[config.mk]
export PLATFORM = sky130hd
export DESIGN_NAME = dds_tuning_select_control
export DESIGN_NICKNAME = d
export VERILOG_FILES = /design/src/rtl/dds_tuning_select_control.v
export VERILOG_INCLUDE_DIRS = /design/src /design/src/common
export SDC_FILE = /design/constraint.sdc
export NUM_CORES = 1
export LEC_CHECK = 0
export BUFFER_PORTS_ARGS = -buffer_cell sky130_fd_sc_hd__buf_2
export CAP_MARGIN = 20
export CORE_MARGIN = 2
export CORE_UTILIZATION = 36
export CTS_CLUSTER_DIAMETER = 100
export DETAILED_ROUTE_END_ITERATION = 16
export MAX_ROUTING_LAYER = met4
export PLACE_DENSITY = 0.59
export SLEW_MARGIN = 25
export SYNTH_ARGS = -nofsm -noshare
export SYNTH_HDL_FRONTEND = slang
export SYNTH_SLANG_ARGS = --single-unit
[constraint.sdc]
create_clock -name CLK_SYS -period 8.5 [get_ports CLK_SYS]
set_input_delay 1.7 -clock CLK_SYS [delete_from_list [all_inputs] [get_ports CLK_SYS]]
set_output_delay 1.7 -clock CLK_SYS [all_outputs]
set_load 0.05 [all_outputs]
[src/common/dds_consts.vh]
// Notes on behaviour
// - accumulator steps by exactly one frequency word
// - exactly one phase offset added to accumulator
// - frequency choice from pin or control bit
// - phase choice from pin or control bit
// - reset input clears accumulator, output zero
// - reset input leaves software registers untouched
// - powerdown pin high powers down the DAC
// - powerdown pin and bit act alike
// - both logic bits set route comparator input
// - output frequency is word fraction of clock
// - logic pin driven only when output enabled
`ifndef DDS_CONSTS_VH
`define DDS_CONSTS_VH

// widths of the datapath
`define FREQ_W        28
`define PHASE_W       12
`define ADDR_W        8

// register byte offsets
`define OFS_CONTROL   8'h00
`define OFS_FREQ_A    8'h04
`define OFS_FREQ_B    8'h08
`define OFS_PHASE_A   8'h0C
`define OFS_PHASE_B   8'h10
`define OFS_STATUS    8'h14
`define OFS_ACCUM     8'h18

// control register fields
`define CTL_FREQ_SEL  0
`define CTL_PHASE_SEL 1
`define CTL_PIN_CTRL  2
`define CTL_DAC_PD    3
`define CTL_OUT_EN    4
`define CTL_OUT_SRC   5
`define CTL_W         6

// status register fields
`define STA_FREQ_SEL  0
`define STA_PHASE_SEL 1
`define STA_DAC_PD    2
`define STA_IN_RESET  3
`define STA_COMP      4
`define STA_MSB       5
`define STA_ROUTE     6
`define STA_W         7

// reset values of software registers
`define CONTROL_RST   6'h00
`define FREQ_RST      28'h0000000
`define PHASE_RST     12'h000

`endif

[src/rtl/dds_tuning_select_control.v]
`timescale 1ns/1ps
`include "dds_consts.vh"

module dds_tuning_select_control (
    input  wire                 CLK_SYS,
    input  wire                 NRST,
    input  wire                 PSEL,
    input  wire                 PENABLE,
    input  wire                 PWRITE,
    input  wire [`ADDR_W-1:0]   PADDR,
    input  wire [31:0]          PWDATA,
    output reg  [31:0]          PRDATA,
    output reg                  PREADY,
    output reg                  PSLVERR,
    input  wire                 FREQ_SELECT_PIN,
    input  wire                 PHASE_SELECT_PIN,
    input  wire                 DDS_RESET_PIN,
    input  wire                 DAC_POWERDOWN_PIN,
    input  wire                 COMPARATOR_RESULT,
    output reg  [`PHASE_W-1:0]  PHASE_OUT,
    output reg                  DAC_POWERDOWN,
    output reg                  COMPARATOR_INPUT_SEL,
    output reg                  LOGIC_OUTPUT_PIN,
    output reg                  LOGIC_OUTPUT_OE
);

    // software registers
    reg  [`CTL_W-1:0]   control_q;
    reg  [`FREQ_W-1:0]  freq_word_a_q;
    reg  [`FREQ_W-1:0]  freq_word_b_q;
    reg  [`PHASE_W-1:0] phase_offset_a_q;
    reg  [`PHASE_W-1:0] phase_offset_b_q;

    // pin synchronisers, first stage read only by second
    reg                 freq_select_bit_meta_q;
    reg                 freq_select_bit_sync_q;
    reg                 psel_meta_q;
    reg                 psel_sync_q;
    reg                 rst_meta_q;
    reg                 rst_sync_q;
    reg                 pd_meta_q;
    reg                 pd_sync_q;
    reg                 comp_meta_q;
    reg                 comp_sync_q;

    // datapath state
    reg  [`FREQ_W-1:0]  accum_q;
    reg  [`FREQ_W-1:0]  accum_d;
    reg  [`PHASE_W-1:0] phase_d;

    // bus side signals
    reg  [31:0]         rdata_d;
    reg                 slverr_d;
    wire                access;
    wire                wr_en;
    wire                addr_hit;

    // control fields
    wire                freq_select_bit;
    wire                phase_select_bit;
    wire                pin_ctrl;
    wire                dac_powerdown_bit;
    wire                logic_output_enable;
    wire                logic_output_source;

    // effective selections
    wire                freq_sel;
    wire                phase_sel;
    wire [`FREQ_W-1:0]  freq_word;
    wire [`PHASE_W-1:0] phase_offset;
    wire                accum_msb;
    reg                 logic_pin_d;

    // picks pin or bit as the active selection source
    // one mux serves frequency and phase alike
    function pick_src;
        input use_pin;
        input pin_val;
        input bit_val;
        begin
            pick_src = use_pin ? pin_val : bit_val;
        end
    endfunction

    // true when the address names a mapped register
    function is_mapped;
        input [`ADDR_W-1:0] a;
        begin
            case (a)
                `OFS_CONTROL,
                `OFS_FREQ_A,
                `OFS_FREQ_B,
                `OFS_PHASE_A,
                `OFS_PHASE_B,
                `OFS_STATUS,
                `OFS_ACCUM:   is_mapped = 1'b1;
                default:      is_mapped = 1'b0;
            endcase
        end
    endfunction

    // power-down asked by the pin or by the control bit
    function pd_request;
        input pin_req;
        input bit_req;
        begin
            pd_request = pin_req | bit_req;
        end
    endfunction

    // comparator takes the external input only when both bits set
    function ext_route;
        input out_en;
        input out_src;
        begin
            ext_route = out_en & out_src;
        end
    endfunction

    // control field split
    assign freq_select_bit     = control_q[`CTL_FREQ_SEL];
    assign phase_select_bit    = control_q[`CTL_PHASE_SEL];
    assign pin_ctrl            = control_q[`CTL_PIN_CTRL];
    assign dac_powerdown_bit   = control_q[`CTL_DAC_PD];
    assign logic_output_enable = control_q[`CTL_OUT_EN];
    assign logic_output_source = control_q[`CTL_OUT_SRC];

    // two-stage sync of every pin input
    // pins run off clock, so never read raw
    // sample on clock
    always @(posedge CLK_SYS or negedge NRST) begin
        if (!NRST) begin
            freq_select_bit_meta_q <= 1'b0;
            freq_select_bit_sync_q <= 1'b0;
            psel_meta_q <= 1'b0;
            psel_sync_q <= 1'b0;
            rst_meta_q  <= 1'b0;
            rst_sync_q  <= 1'b0;
            pd_meta_q   <= 1'b0;
            pd_sync_q   <= 1'b0;
            comp_meta_q <= 1'b0;
            comp_sync_q <= 1'b0;
        end else begin
            freq_select_bit_meta_q <= FREQ_SELECT_PIN;
            freq_select_bit_sync_q <= freq_select_bit_meta_q;
            psel_meta_q <= PHASE_SELECT_PIN;
            psel_sync_q <= psel_meta_q;
            rst_meta_q  <= DDS_RESET_PIN;
            rst_sync_q  <= rst_meta_q;
            pd_meta_q   <= DAC_POWERDOWN_PIN;
            pd_sync_q   <= pd_meta_q;
            comp_meta_q <= COMPARATOR_RESULT;
            comp_sync_q <= comp_meta_q;
        end
    end

    // source of the selection: pins or bits, never both
    // single source
    assign freq_sel  = pick_src(pin_ctrl, freq_select_bit_sync_q, freq_select_bit);
    assign phase_sel = pick_src(pin_ctrl, psel_sync_q, phase_select_bit);

    assign freq_word    = freq_sel ? freq_word_b_q : freq_word_a_q;
    assign phase_offset = phase_sel ? phase_offset_b_q : phase_offset_a_q;
    assign accum_msb    = accum_q[`FREQ_W-1];

    // next accumulator and phase word
    // wraps modulo the word width, never saturates
    always @* begin
        accum_d = accum_q;
        phase_d = {`PHASE_W{1'b0}};
        if (rst_sync_q) begin
            accum_d = {`FREQ_W{1'b0}};
            phase_d = {`PHASE_W{1'b0}};
        end else begin
            accum_d = accum_q + freq_word;
            phase_d = accum_q[`FREQ_W-1 -: `PHASE_W] + phase_offset;
        end
    end

    // datapath registers; the reset pin reaches only these
    always @(posedge CLK_SYS or negedge NRST) begin
        if (!NRST) begin
            accum_q   <= {`FREQ_W{1'b0}};
            PHASE_OUT <= {`PHASE_W{1'b0}};
        end else begin
            accum_q   <= accum_d;
            PHASE_OUT <= phase_d;
        end
    end

    // next logic pin level; low while off so no stale level
    // source select
    always @* begin
        logic_pin_d = 1'b0;
        if (logic_output_enable) begin
            logic_pin_d = logic_output_source ? comp_sync_q : accum_msb;
        end
    end

    // output routing, all registered
    always @(posedge CLK_SYS or negedge NRST) begin
        if (!NRST) begin
            DAC_POWERDOWN        <= 1'b0;
            COMPARATOR_INPUT_SEL <= 1'b0;
            LOGIC_OUTPUT_PIN     <= 1'b0;
            LOGIC_OUTPUT_OE      <= 1'b0;
        end else begin
            DAC_POWERDOWN        <= pd_request(pd_sync_q, dac_powerdown_bit);
            COMPARATOR_INPUT_SEL <= ext_route(logic_output_enable,
                                              logic_output_source);
            LOGIC_OUTPUT_OE      <= logic_output_enable;
            LOGIC_OUTPUT_PIN     <= logic_pin_d;
        end
    end

    // apb decode: one wait state, write lands with pready
    // writes to read-only offsets drop quietly
    assign access   = PSEL & PENABLE;
    assign wr_en    = access & PWRITE & PREADY & ~PSLVERR;
    assign addr_hit = is_mapped(PADDR);

    // read data and error prepared in the wait state
    // unused upper bits always read as zero
    always @* begin
        rdata_d  = 32'h00000000;
        slverr_d = ~addr_hit;
        if (!PWRITE) begin
            case (PADDR)
                `OFS_CONTROL: rdata_d[`CTL_W-1:0]   = control_q;
                `OFS_FREQ_A:  rdata_d[`FREQ_W-1:0]  = freq_word_a_q;
                `OFS_FREQ_B:  rdata_d[`FREQ_W-1:0]  = freq_word_b_q;
                `OFS_PHASE_A: rdata_d[`PHASE_W-1:0] = phase_offset_a_q;
                `OFS_PHASE_B: rdata_d[`PHASE_W-1:0] = phase_offset_b_q;
                `OFS_STATUS: begin
                    rdata_d[`STA_FREQ_SEL]  = freq_sel;
                    rdata_d[`STA_PHASE_SEL] = phase_sel;
                    rdata_d[`STA_DAC_PD]    = pd_request(pd_sync_q,
                                              dac_powerdown_bit);
                    rdata_d[`STA_IN_RESET]  = rst_sync_q;
                    rdata_d[`STA_COMP]      = comp_sync_q;
                    rdata_d[`STA_MSB]       = accum_msb;
                    rdata_d[`STA_ROUTE]     = ext_route(logic_output_enable,
                                              logic_output_source);
                end
                `OFS_ACCUM:   rdata_d[`FREQ_W-1:0]  = accum_q;
                default:      rdata_d = 32'h00000000;
            endcase
        end
    end

    // handshake: pready rises one cycle into the access phase
    // fixed single wait keeps decode off the bus path
    always @(posedge CLK_SYS or negedge NRST) begin
        if (!NRST) begin
            PREADY  <= 1'b0;
            PSLVERR <= 1'b0;
            PRDATA  <= 32'h00000000;
        end else if (access && !PREADY) begin
            PREADY  <= 1'b1;
            PSLVERR <= slverr_d;
            PRDATA  <= rdata_d;
        end else begin
            PREADY  <= 1'b0;
            PSLVERR <= 1'b0;
            PRDATA  <= 32'h00000000;
        end
    end

    // software registers, cleared only by the bus reset
    // untouched by dds reset
    always @(posedge CLK_SYS or negedge NRST) begin
        if (!NRST) begin
            control_q        <= `CONTROL_RST;
            freq_word_a_q    <= `FREQ_RST;
            freq_word_b_q    <= `FREQ_RST;
            phase_offset_a_q <= `PHASE_RST;
            phase_offset_b_q <= `PHASE_RST;
        end else if (wr_en) begin
            case (PADDR)
                `OFS_CONTROL: control_q        <= PWDATA[`CTL_W-1:0];
                `OFS_FREQ_A:  freq_word_a_q    <= PWDATA[`FREQ_W-1:0];
                `OFS_FREQ_B:  freq_word_b_q    <= PWDATA[`FREQ_W-1:0];
                `OFS_PHASE_A: phase_offset_a_q <= PWDATA[`PHASE_W-1:0];
                `OFS_PHASE_B: phase_offset_b_q <= PWDATA[`PHASE_W-1:0];
                // status and accumulator are read only
                default:      control_q        <= control_q;
            endcase
        end
    end

endmodule // dds_tuning_select_control

======== After elaboration in Yosys (flattened, before gate mapping) ========
Cells that the tools add are included.
word-level totals
  flip-flop bits (word level) ............. 174
  bits of input ports ..................... 50
  word-level logic and storage cells ...... 66
cells by class
  add/subtract/negate cells ............... 2
  eq/ne operators ......................... 6
  multiplexer cells ....................... 17
  bitwise operators ....................... 8
  reduce and logical (&&, ||, !) cells .... 9
operators by type and width
  cell                                                                   count
  28-bit two-way mux                                                     3
  16-bit case mux with 3 select lines                                    1
  6-bit case mux with 7 select lines                                     1
  32-bit two-way mux                                                     1
  28-bit adder                                                           1
  5-bit case mux with 5 select lines                                     1
  8-bit by 5-bit equality test with 1-bit output, second input constant  3
  12-bit two-way mux                                                     2
  8-bit by 4-bit equality test with 1-bit output, second input constant  2
  12-bit adder                                                           1
  2-bit AND reduction                                                    5
  8-bit by 3-bit equality test with 1-bit output, second input constant  1
  8-bit zero test                                                        1
  1-bit two-way mux                                                      7
  7-bit OR reduction                                                     1
  1-bit case mux with 6 select lines                                     1
  1-bit AND                                                              5
  1-bit NOT                                                              2
  1-bit logical AND                                                      1
  1-bit zero test                                                        1
  1-bit bitwise OR                                                       1

======== Depth between registers and ports, before layout ========
Gate-level depths: netlist (run 1).
  word-level depth ........................ 5
  depth in mapped cells ................... 14
  depth with buffers taken out ............ 12

======== Worst setup path after synthesis (run 1) ========
Ideal clock, no wire load.
  kind .................................... input to register
  from .................................... input port PADDR[1]
  to ...................................... register freq_word_b_q[10]
  data arrival time ....................... 3.552 ns
  required time ........................... 8.375 ns
  path slack .............................. 4.823 ns
  stages .................................. 8
  path buffers ............................ 3
  cells stage by stage .................... or4_4 -> or3_1 -> buf_6 -> nor2_8 -> and2_4 -> buf_12 -> buf_12 -> mux2_4
on the way
  word-level cells in the longest chain between the ends .. 2
RTL lines
  element                                         line                             source
  start: declaration                              dds_tuning_select_control.v:10   input wire [`ADDR_W-1:0] PADDR,
  8-bit by 4-bit equality test with 1-bit output  dds_tuning_select_control.v:279  case (PADDR)
  2-bit AND reduction (no line)                   n/a
  end signal: assignment                          dds_tuning_select_control.v:275  freq_word_b_q <= `FREQ_RST;
  end signal: assignment                          dds_tuning_select_control.v:282  `OFS_FREQ_B: freq_word_b_q <= PWDATA[`FREQ_W-1:0];
  end: declaration                                dds_tuning_select_control.v:30   reg [`FREQ_W-1:0] freq_word_b_q;
No other way between the ends.
A chain may end at the register's enable or synchronous reset.

======== Final worst setup path (run 1) ========
  from .................................... input port PADDR[1]
  to ...................................... register freq_word_a_q[24]
on the way
  word-level cells in the longest chain between the ends .. 2
RTL lines
  element                                         line                             source
  8-bit by 3-bit equality test with 1-bit output  dds_tuning_select_control.v:279
  2-bit AND reduction (no line)                   n/a
  end signal: assignment                          dds_tuning_select_control.v:274  freq_word_a_q <= `FREQ_RST;
  end signal: assignment                          dds_tuning_select_control.v:281  `OFS_FREQ_A: freq_word_a_q <= PWDATA[`FREQ_W-1:0];
  end: declaration                                dds_tuning_select_control.v:29   reg [`FREQ_W-1:0] freq_word_a_q;
No other way between the ends.

==> results.tsv, run 1 <==
metric	value	unit
Met2 Wirelength	10700	um
Async S/R FF share, synth	100	%
clock root buffer	clkbuf_16	
CTS tree	yes	
total wire length	23100	um
crit path buf inv count	1	
antenna-violating nets left	0	
cell chain of the critical path	buf_2 -> or4_4 -> or3_1 -> nor2_8 -> and2_4 -> mux2_2	
mean instance size in the synthesized netlist	11.6	sq um
routed length per placed instance	18.9	um
time the worst path needs with I/O delays and setup	4.14	ns
number of enable flip-flop cells after synthesis	0	
count of input and output buffers	91	
Met3 Wirelength	929	um
DRC violations left	0	
antenna diode instance count	0	
number of H-tree levels	4	
Core Util, Final	41.8	%
CP delay by family, top	simple AND/OR/NAND/NOR gates	
worst-path fanout max	28	
Starting Density	36.8	%
die outline width	165	um
total negative slack	0	ns
routability congestion estimate	0.869	
average via count per standard cell	5.32	
sequential area share after synthesis	45.7	%
number of setup buffers added after CTS	0	
Synth Cell Area	0.00932	sq mm
Layout Skew	0.0126	ns
number of distinct library cells after synthesis	71	
final number of hold-violating endpoints	0	
xor and xnor area share after synthesis	2.82	%
Reg2Reg Launch Point	control_q[2]	
Placement Rows	58	
global-route usage over all layers	18.3	%
Most used DFF post-synth	dfrtp_1	
fraction of final layout cells with drive strength greater than 1	31.2	%
post-synthesis share of cell area spent on full adders, half adders and majority gates	5.94	%
count of final setup violators	0	
multiplexer fraction of the synthesized cell area	19.5	%
post-layout net count	973	
delay of the slowest cell on the worst path	0.64	ns
Seq cells post-synth	170	
io pins	100	
number of global-route vias before repair	6441	
count of final max-slew check failures	0	
Post-CTS Resized	0	
total number of vias	6502	
Die Footprint	0.0272	sq mm
hold wc startpoint	pd_meta_q	
max capacitance violation total	0	
area fraction in compound gates after synthesis	12.4	%
worst max-slew margin expressed relative to the limit	37.1	%
number of sinks on the clock net	170	
CP Data Required Time	8.81	ns
Synth warnings	0	
simple-gate area share of the yosys netlist	10.2	%
final clock period utilization by the worst path	48.7	%
Peak VDD IR	0.110	mV
number of buffers created by CTS	17	
detailed router's first-iteration violation count	469	
HPWL after DPL	16000	um
length of the first detailed-routing pass in iterations	5	
antenna violations before repair	0	
Mapped Cells	803	
CORE AREA	0.0253	sq mm
f_max	241	MHz
dominant combinational cell family by area after synthesis	multiplexers	
clock latency on the worst-skew pair	0.43	ns
post-synthesis to final-layout area growth	13.6	%
worst hold path class	flop to flop	
critical path's slowest cell	or3_1	
Power per Cell Area	158	mW/mm^2
RSZ-0062 raised after global routing	no	
worst endpoint data arrival time	4.46	ns
critical path launch point	PADDR[1]	
maximum number of pins on one net before global-route repair	101	
metal1 wirelength	11100	um
Worst-Margin Slew	0.941	ns
critical path endpoint category	flop	
highest metal used	met4	
total global routing overflow	0	
maximum buffer depth of the clock tree	2	
hold-fix buffer count after cts	0	
die height	165	um
run status	finished, final reports clean	
first-pass GRT wire length	36800	um
static leakage power	5.23	nW
startpoint class of the critical path	input port	
minimum hold slack	0.348	ns
clock-pin slew on the worst setup and hold paths	0.06	ns
start-to-end type of the worst setup path	input port to flop	
## Yosys cell counts, types with 6 or more instances
master    number  area, sq um
a21o_1        17          128
a21oi_1       43          215
a221oi_1       6         52.6
a222oi_1      16          160
a22oi_1       11         82.6
a31oi_1        7         43.8
buf_12         6          120
clkbuf_1      24         90.1
dfrtp_1      170         4250
ha_1          41          513
inv_1         10         37.5
mux2_2        94         1060
mux2_4        40          601
mux2i_1       10          100
nand2_1       37          139
nand2b_1       6         37.5
nand3_1        6         30.0
nor2_1        85          319
nor2b_1       12         75.1
nor3_1        10         50.1
o211ai_1       6         45.0
o21ai_0       23          115
o21bai_1       6         45.0
xnor2_1       14          123
xor2_1        16          140
## cell families (layout without fill, tap and decap cells)
kind of cell,count (synthesis),count (layout)
muxes,147,147
buffers and inverters,53,140
DFF,170,170
adders and majority gates,43,43
xor gates and xnor gates,30,30
other,1,4
AOI/OAI and AO/OA,167,167
and+or+nand+nor,192,192
## cell type report
type / instances / area [sq um]
clock inverter: 10 / 116
multi-input combinational: 583 / 4760
clock buffer: 22 / 464
fill: 2429 / 14700
inverter: 10 / 37.5
tap: 330 / 413
sequential: 170 / 4250
timing repair buffer: 98 / 534
## sequential cells by signal, summed over array words and instances, names as in the netlist, 6 cells and up
name / count
PHASE_OUT: 12
PRDATA: 28
accum_q: 28
control_q: 6
freq_word_a_q: 28
freq_word_b_q: 28
phase_offset_a_q: 12
phase_offset_b_q: 12
## path summary, 6_finish.rpt
path / end / slack, ns / cells past startpoint
setup / recovery: freq_word_a_q[24] / 4.36 / 6
min in group asynchronous: psel_meta_q / 1.21 / 1
max in group asynchronous: PHASE_OUT[8] / 5.70 / 3
setup reg to reg: accum_q[26] / 4.62 / 13
hold / removal: pd_sync_q / 0.35 / 0
hold reg to reg: pd_sync_q / 0.35 / 0
## power breakdown
part           switching, mW  internal (mW)  total [mW]
Combinational         0.0546         0.0212      0.0758
Sequential           0.00394          0.815       0.819
Clock                  0.326          0.449       0.775
Total                  0.385           1.28        1.67
## worst register-to-register path: cells and delay by family (launching register included)
family / cells / cell delay [ns]
and+or+nand+nor: 1 / 0.19
muxes: 3 / 0.81
buffers and inverters: 2 / 0.48
DFF: 1 / 0.46
AOI/OAI and AO/OA: 5 / 1.24
adders and majority gates: 2 / 0.58
## stage by stage
stage | setup slack [ns] | instance area [sq um] | power, mW | cells
2_1_floorplan | 4.82 | 9330 | 0.869 | 806
4_1_cts | 4.34 | 10600 | 1.69 | 1222
6_report | 4.36 | 10600 | 1.67 | 1223
3_3_place_gp | 3.90 | 9970 | 0.909 | 1190
5_1_grt | 4.26 | 10600 | 1.73 | 1223
3_5_place_dp | 3.88 | 9970 | 0.910 | 1190
## metal layers
layer	up-vias	track usage, %
met5	-	-
met4	0	5.38
met2	152	28.1
met3	21	3.14
met1	3246	25.0
li1	3083	-
## placed cells by master (no fill, tap or decap), types with 6 or more instances in the layout
master	instances
xnor2_1	14
a21o_1	17
mux2i_1	9
buf_2	90
nor3_1	10
dfrtp_1	170
nand2_1	37
o21bai_1	6
inv_1	10
buf_4	6
xor2_1	16
ha_1	41
clkbuf_16	17
nor2b_1	12
mux2_4	40
o21ai_0	23
nand2b_1	6
a22oi_1	11
a21oi_1	43
mux2_2	94
a221oi_1	6
a31oi_1	7
o211ai_1	6
nand3_1	6
nor2_1	85
a222oi_1	16
(Power assumes the default switching activity.)
==> run 2, diff against run 1 <==
==> constraint.sdc (replaced) <==
create_clock -name CLK_SYS -period 4.15 [get_ports CLK_SYS]
set_input_delay 0.83 -clock CLK_SYS [delete_from_list [all_inputs] [get_ports CLK_SYS]]
set_output_delay 0.83 -clock CLK_SYS [all_outputs]
set_load 0.05 [all_outputs]
==> results.tsv, run 2 (synthesized netlist as in run 1, its figures left out) <==
metric	value	unit	change
run status	finished, final reports clean		
antenna diode instance count	0		unchanged
area taken by multi-input logic gates	0.00476	sq mm	unchanged
die outline width	165	um	unchanged
count of input and output buffers	91		unchanged
fraction of final layout cells with drive strength greater than 1	32.3	%	+1.1 points
worst hold path class	input port to asynchronous set/reset pin		
critical register-to-register path endpoint	accum_q[24]		
Reg2Reg Launch Point	control_q[2]		
worst-path fanout max	14		-50%
number of buffers created by CTS	17		unchanged
RSZ-0062 raised after global routing	no		
detailed router's first-iteration violation count	449		-4.3%
first-pass GRT wire length	37100	um	+0.77%
Peak VDD IR	0.260	mV	+140%
hold-fix buffer count after cts	0		unchanged
final clock period utilization by the worst path	88.5	%	
worst-case reg-to-reg path depth	13		unchanged
combined flip-flop and latch cell area	0.00425	sq mm	unchanged
antenna violations before repair	0		unchanged
CTS tree	yes		
Worst-Margin Slew	0.878	ns	-0.0627 ns
number of standard cells in the final layout excluding fillers	1237		+1.1%
count of final setup violators	0		unchanged
Starting Density	36.8	%	unchanged
die height	165	um	unchanged
total global routing overflow	0		unchanged
overall power of the completed layout	3.38	mW	+100%
worst endpoint data arrival time	3.99	ns	-0.47 ns
number of H-tree levels	4		unchanged
number of global-route vias before repair	6549		+1.7%
worst max-slew margin expressed relative to the limit	41.4	%	+4.2 points
clock-pin slew on the worst setup and hold paths	0.07	ns	about the same
post-synthesis to final-layout area growth	14.8	%	
clock latency on the worst-skew pair	0.43	ns	about the same
post-route cell area	0.0107	sq mm	+1.1%
critical path launch point	control_q[2]		
number of sinks on the clock net	170		unchanged
DRC violations left	0		unchanged
length of the first detailed-routing pass in iterations	5		unchanged
routability congestion estimate	0.870		+0.16%
Placement Rows	58		unchanged
total wire length	23400	um	+1.3%
average via count per standard cell	5.33		+0.28%
maximum number of pins on one net before global-route repair	98		-3.0%
CORE AREA	0.0253	sq mm	unchanged
total number of vias	6595		+1.4%
Layout Skew	0.0128	ns	+0.000187 ns
f_max	272	MHz	
dpl cell area	0.0101	sq mm	+1.3%
most frequent standard cell in the layout excluding fill and tap cells	dfrtp_1		
startpoint class of the critical path	flop		
max capacitance violation total	0		unchanged
commonest non-fill, non-tap cells in the layout	170 x dfrtp_1, 94 x mux2_2, 90 x buf_2		
global-route usage over all layers	18.5	%	+0.17 points
antenna-violating nets left	0		unchanged
internal reg-to-reg setup slack	0.48	ns	-4.14 ns
maximum buffer depth of the clock tree	2		unchanged
Placed Cells	1204		+1.2%
static leakage power	5.29	nW	+1.3%
HPWL after DPL	16800	um	+5.4%
io pins	100		unchanged
post-layout net count	987		+1.4%
minimum hold slack	0.261	ns	-0.0871 ns
CP Data Required Time	4.47	ns	-4.34 ns
start-to-end type of the worst setup path	flop to flop		
FILL cells	2397		-1.3%
critical path endpoint category	flop		
number of setup buffers added after CTS	0		unchanged
time the worst path needs with I/O delays and setup	3.67	ns	
Post-CTS Resized	0		unchanged
final number of hold-violating endpoints	0		unchanged
clock root buffer	clkbuf_16		
count of final max-slew check failures	0		unchanged
total negative slack	0	ns	unchanged
Power per Cell Area	316	mW/mm^2	+100%
Die Footprint	0.0272	sq mm	unchanged
routed length per placed instance	18.9	um	+0.17%
## run 2: how the worst max path moves through the flow
stage                  endpoint  slack, ns
floorplan           accum_q[26]       0.53
global placement    accum_q[24]       0.52
detailed placement  accum_q[24]       0.51
CTS                 accum_q[24]       0.48
global route        accum_q[15]       0.27
finish              accum_q[24]       0.48
## run 2: layout make-up
| class | count | area share [%] |
|---|---|---|
| repair buffers | 112 | 6.21 |
| clock inverters | 9 | 0.831 |
| flip-flops and latches | 170 | 39.8 |
| inverters | 10 | 0.351 |
| clock buffers | 23 | 4.47 |
| well taps | 330 | 3.86 |
| multi-input cells | 583 | 44.5 |
## run 2: worst max-delay path, cell delays in order, from the launching register on
cell and delay, ns:
dfrtp_1 0.46, mux2i_4 0.27, buf_4 0.27, mux2_2 0.20, ha_1 0.15, inv_1 0.05, fa_1 0.41, nand2b_1 0.18
a21oi_1 0.20, nor2_1 0.12, o21ai_1 0.34, o22ai_1 0.23, o41a_1 0.38, mux2_2 0.28
## run 2: metrics by stage
stage	setup slack (ns)	util [%]
after floorplan	0.527	-
final	0.477	42.2
after CTS	0.476	42.1
after global placement	0.517	39.9
after detailed placement	0.515	39.9
after global routing	0.275	42.2
## run 2: where the power goes
part           switching (mW)  internal [mW]  total [mW]  leakage, nW
clock network           0.670          0.877        1.55        0.270
logic                   0.110         0.0460       0.156         2.68
registers              0.0117           1.67        1.68         2.35
## run 2: per-layer routing
metal / share of wire (%) / global-route usage, % / up-vias
met5: 0 / - / -
met4: 2.3 / 6.56 / 0
met3: 4.4 / 2.74 / 25
met2: 45 / 27.8 / 154
met1: 48 / 25.6 / 3301
li1: - / - / 3115
==> run 3, diff against run 2 <==
--- a/config.mk
+++ b/config.mk
@@ -9,11 +9,12 @@
 export BUFFER_PORTS_ARGS = -buffer_cell sky130_fd_sc_hd__buf_2
 export CAP_MARGIN = 20
 export CORE_MARGIN = 2
-export CORE_UTILIZATION = 36
+export CORE_UTILIZATION = 55
 export CTS_CLUSTER_DIAMETER = 100
 export DETAILED_ROUTE_END_ITERATION = 16
+export GPL_TIMING_DRIVEN = 0
 export MAX_ROUTING_LAYER = met4
-export PLACE_DENSITY = 0.59
+export PLACE_DENSITY = 0.81
 export SLEW_MARGIN = 25
 export SYNTH_ARGS = -nofsm -noshare
 export SYNTH_HDL_FRONTEND = slang
==> results.tsv, run 3 (synthesized netlist as in run 1, its figures left out) <==
metric	value	unit	change
routability congestion estimate	0.952		+9.3%
critical path endpoint category	flop		
number of H-tree levels	4		unchanged
final clock period utilization by the worst path	96.1	%	+7.6 points
Layout Skew	0.0102	ns	-0.00264 ns
power share of the combinational group	4.7	%	about the same
Starting Density	56.2	%	+19 points
count of input and output buffers	88		-3.3%
total number of vias	6941		+5.2%
portion of total power attributed to the clock network	47.3	%	+1.6 points
hold-fix buffer count after cts	0		unchanged
post-synthesis to final-layout area growth	15.2	%	
number of global-route vias before repair	6725		+2.7%
Core Util, Final	64.7	%	+23 points
Worst-Margin Slew	0.859	ns	-0.0185 ns
RSZ-0062 raised after global routing	no		
routed length per placed instance	20.6	um	+9.0%
CORE AREA	0.0166	sq mm	-35%
Reg power frac	48.0	%	-1.7 points
count of final setup violators	0		unchanged
switching portion of total power	22.6	%	-0.79 points
worst hold path class	input port to asynchronous set/reset pin		
global-route usage over all layers	27.9	%	+9.4 points
worst endpoint data arrival time	4.29	ns	+0.30 ns
static leakage power	5.36	nW	+1.2%
average via count per standard cell	6.05		+13%
HPWL after DPL	16900	um	+0.46%
fraction of final layout cells with drive strength greater than 1	31.3	%	-1.1 points
antenna violations before repair	0		unchanged
CP Data Required Time	4.45	ns	-0.02 ns
run status	finished, final reports clean		
first-pass GRT wire length	37000	um	-0.28%
CTS tree	yes		
antenna-violating nets left	0		unchanged
total negative slack	0	ns	unchanged
Power per Cell Area	326	mW/mm^2	+2.9%
overall power of the completed layout	3.50	mW	+3.3%
DRC violations left	0		unchanged
worst max-slew margin expressed relative to the limit	42.3	%	+0.92 points
post-layout net count	1008		+2.1%
count of final max-slew check failures	0		unchanged
final number of hold-violating endpoints	0		unchanged
Die Footprint	0.0180	sq mm	-34%
commonest non-fill, non-tap cells in the layout	170 x dfrtp_1, 94 x mux2_2, 90 x buf_2		
total wire length	23700	um	+1.1%
f_max	251	MHz	-7.9%
clock root buffer	clkbuf_16		
clock-pin slew on the worst setup and hold paths	0.07	ns	about the same
die outline width	134	um	-19%
maximum buffer depth of the clock tree	2		unchanged
Net Switching	790	uW	-0.16%
Peak VDD IR	0.318	mV	+22%
antenna diode instance count	0		unchanged
number of buffers created by CTS	17		unchanged
number of standard cells in the final layout excluding fillers	1148		-7.2%
most frequent standard cell in the layout excluding fill and tap cells	dfrtp_1		
total global routing overflow	0		unchanged
clock latency on the worst-skew pair	0.43	ns	about the same
die height	134	um	-19%
io pins	100		unchanged
time the worst path needs with I/O delays and setup	3.99	ns	+0.315 ns
dpl cell area	0.0101	sq mm	about the same
Internal Dissipation	2.71	mW	+4.4%
number of sinks on the clock net	170		unchanged
Placement Rows	47		-19%
length of the first detailed-routing pass in iterations	6		+1
detailed router's first-iteration violation count	805		+79%
worst-path fanout max	10		-4
Placed Cells	1116		-7.3%
startpoint class of the critical path	flop		
maximum number of pins on one net before global-route repair	69		-30%
post-route cell area	0.0107	sq mm	+0.39%
max capacitance violation total	0		unchanged
start-to-end type of the worst setup path	flop to flop		
[run 3: cell types whose count changed in the layout (fill, tap and decap cells not counted), sizes merged]
cell and change:
clkbuf +25, clkinv +1, buf -3, bufinv +1, inv -1, clkinvlp -2
[run 3: worst paths after layout]
| check | from | endpoint | slack, ns | cells after the start |
|---|---|---|---|---|
| setup / recovery | control_q[2] | accum_q[25] | 0.16 | 12 |
| hold reg to reg | freq_select_bit_meta_q | freq_select_bit_sync_q | 0.35 | 0 |
| hold / removal | NRST | freq_select_bit_meta_q | 0.26 | 1 |
| max in group asynchronous | NRST | freq_word_a_q[18] | 2.93 | 3 |
| min in group CLK_SYS | freq_select_bit_meta_q | freq_select_bit_sync_q | 0.35 | 0 |
| setup reg to reg | control_q[2] | accum_q[25] | 0.16 | 12 |
[run 3: per-layer routing]
layer / global-route usage, % / vias to the layer above / wire length, um
met4: 9.82 / 0 / 644
met3: 6.08 / 50 / 1780
met1: 37.6 / 3416 / 10400
li1: - / 3154 / -
met2: 42.1 / 321 / 10900
met5: - / - / 0
[run 3: power by group through the flow]
stage / clock network (mW) / logic [mW] / registers, mW
2_1_floorplan: 0 / 0.0650 / 1.71
3_3_place_gp: 0 / 0.155 / 1.71
3_5_place_dp: 0 / 0.165 / 1.71
4_1_cts: 1.66 / 0.166 / 1.68
5_1_grt: 1.75 / 0.181 / 1.68
6_report: 1.65 / 0.166 / 1.68
[run 3: timing repair]
action	in CTS	in global routing
buffers inserted	0	0
resized for setup	3	4
setup endpoints to repair	12	3
[run 3: final cells by class]
cell class | count | area [sq um]
Fill cell | 1285 | 5850
Multi-Input combinational cell | 583 | 4750
Sequential cell | 170 | 4250
Clock buffer | 24 | 512
Timing Repair Buffer | 90 | 505
Buffer | 43 | 298
Tap cell | 220 | 275
Clock inverter | 8 | 108
Inverter | 10 | 37.5
[run 3: per-stage QoR]
| stage | hold slack, ns | setup slack (ns) |
|---|---|---|
| 2_1_floorplan | 0.331 | 0.527 |
| 3_3_place_gp | 0.334 | -0.420 |
| 3_5_place_dp | 0.336 | -0.454 |
| 4_1_cts | 0.270 | 0.0301 |
| 5_1_grt | 0.286 | 0.0466 |
| 6_report | 0.259 | 0.162 |
[run 3: critical path, stage by stage, from the launching register on]
cell	delay (ns)
dfrtp_1	0.43
mux2i_1	0.29
clkbuf_4	0.31
clkbuf_2	0.36
mux2_2	0.39
ha_1	0.38
a21oi_1	0.32
o21ai_0	0.16
a2111oi_0	0.52
o21bai_1	0.16
a311oi_1	0.31
xor2_1	0.17
nor2_1	0.05
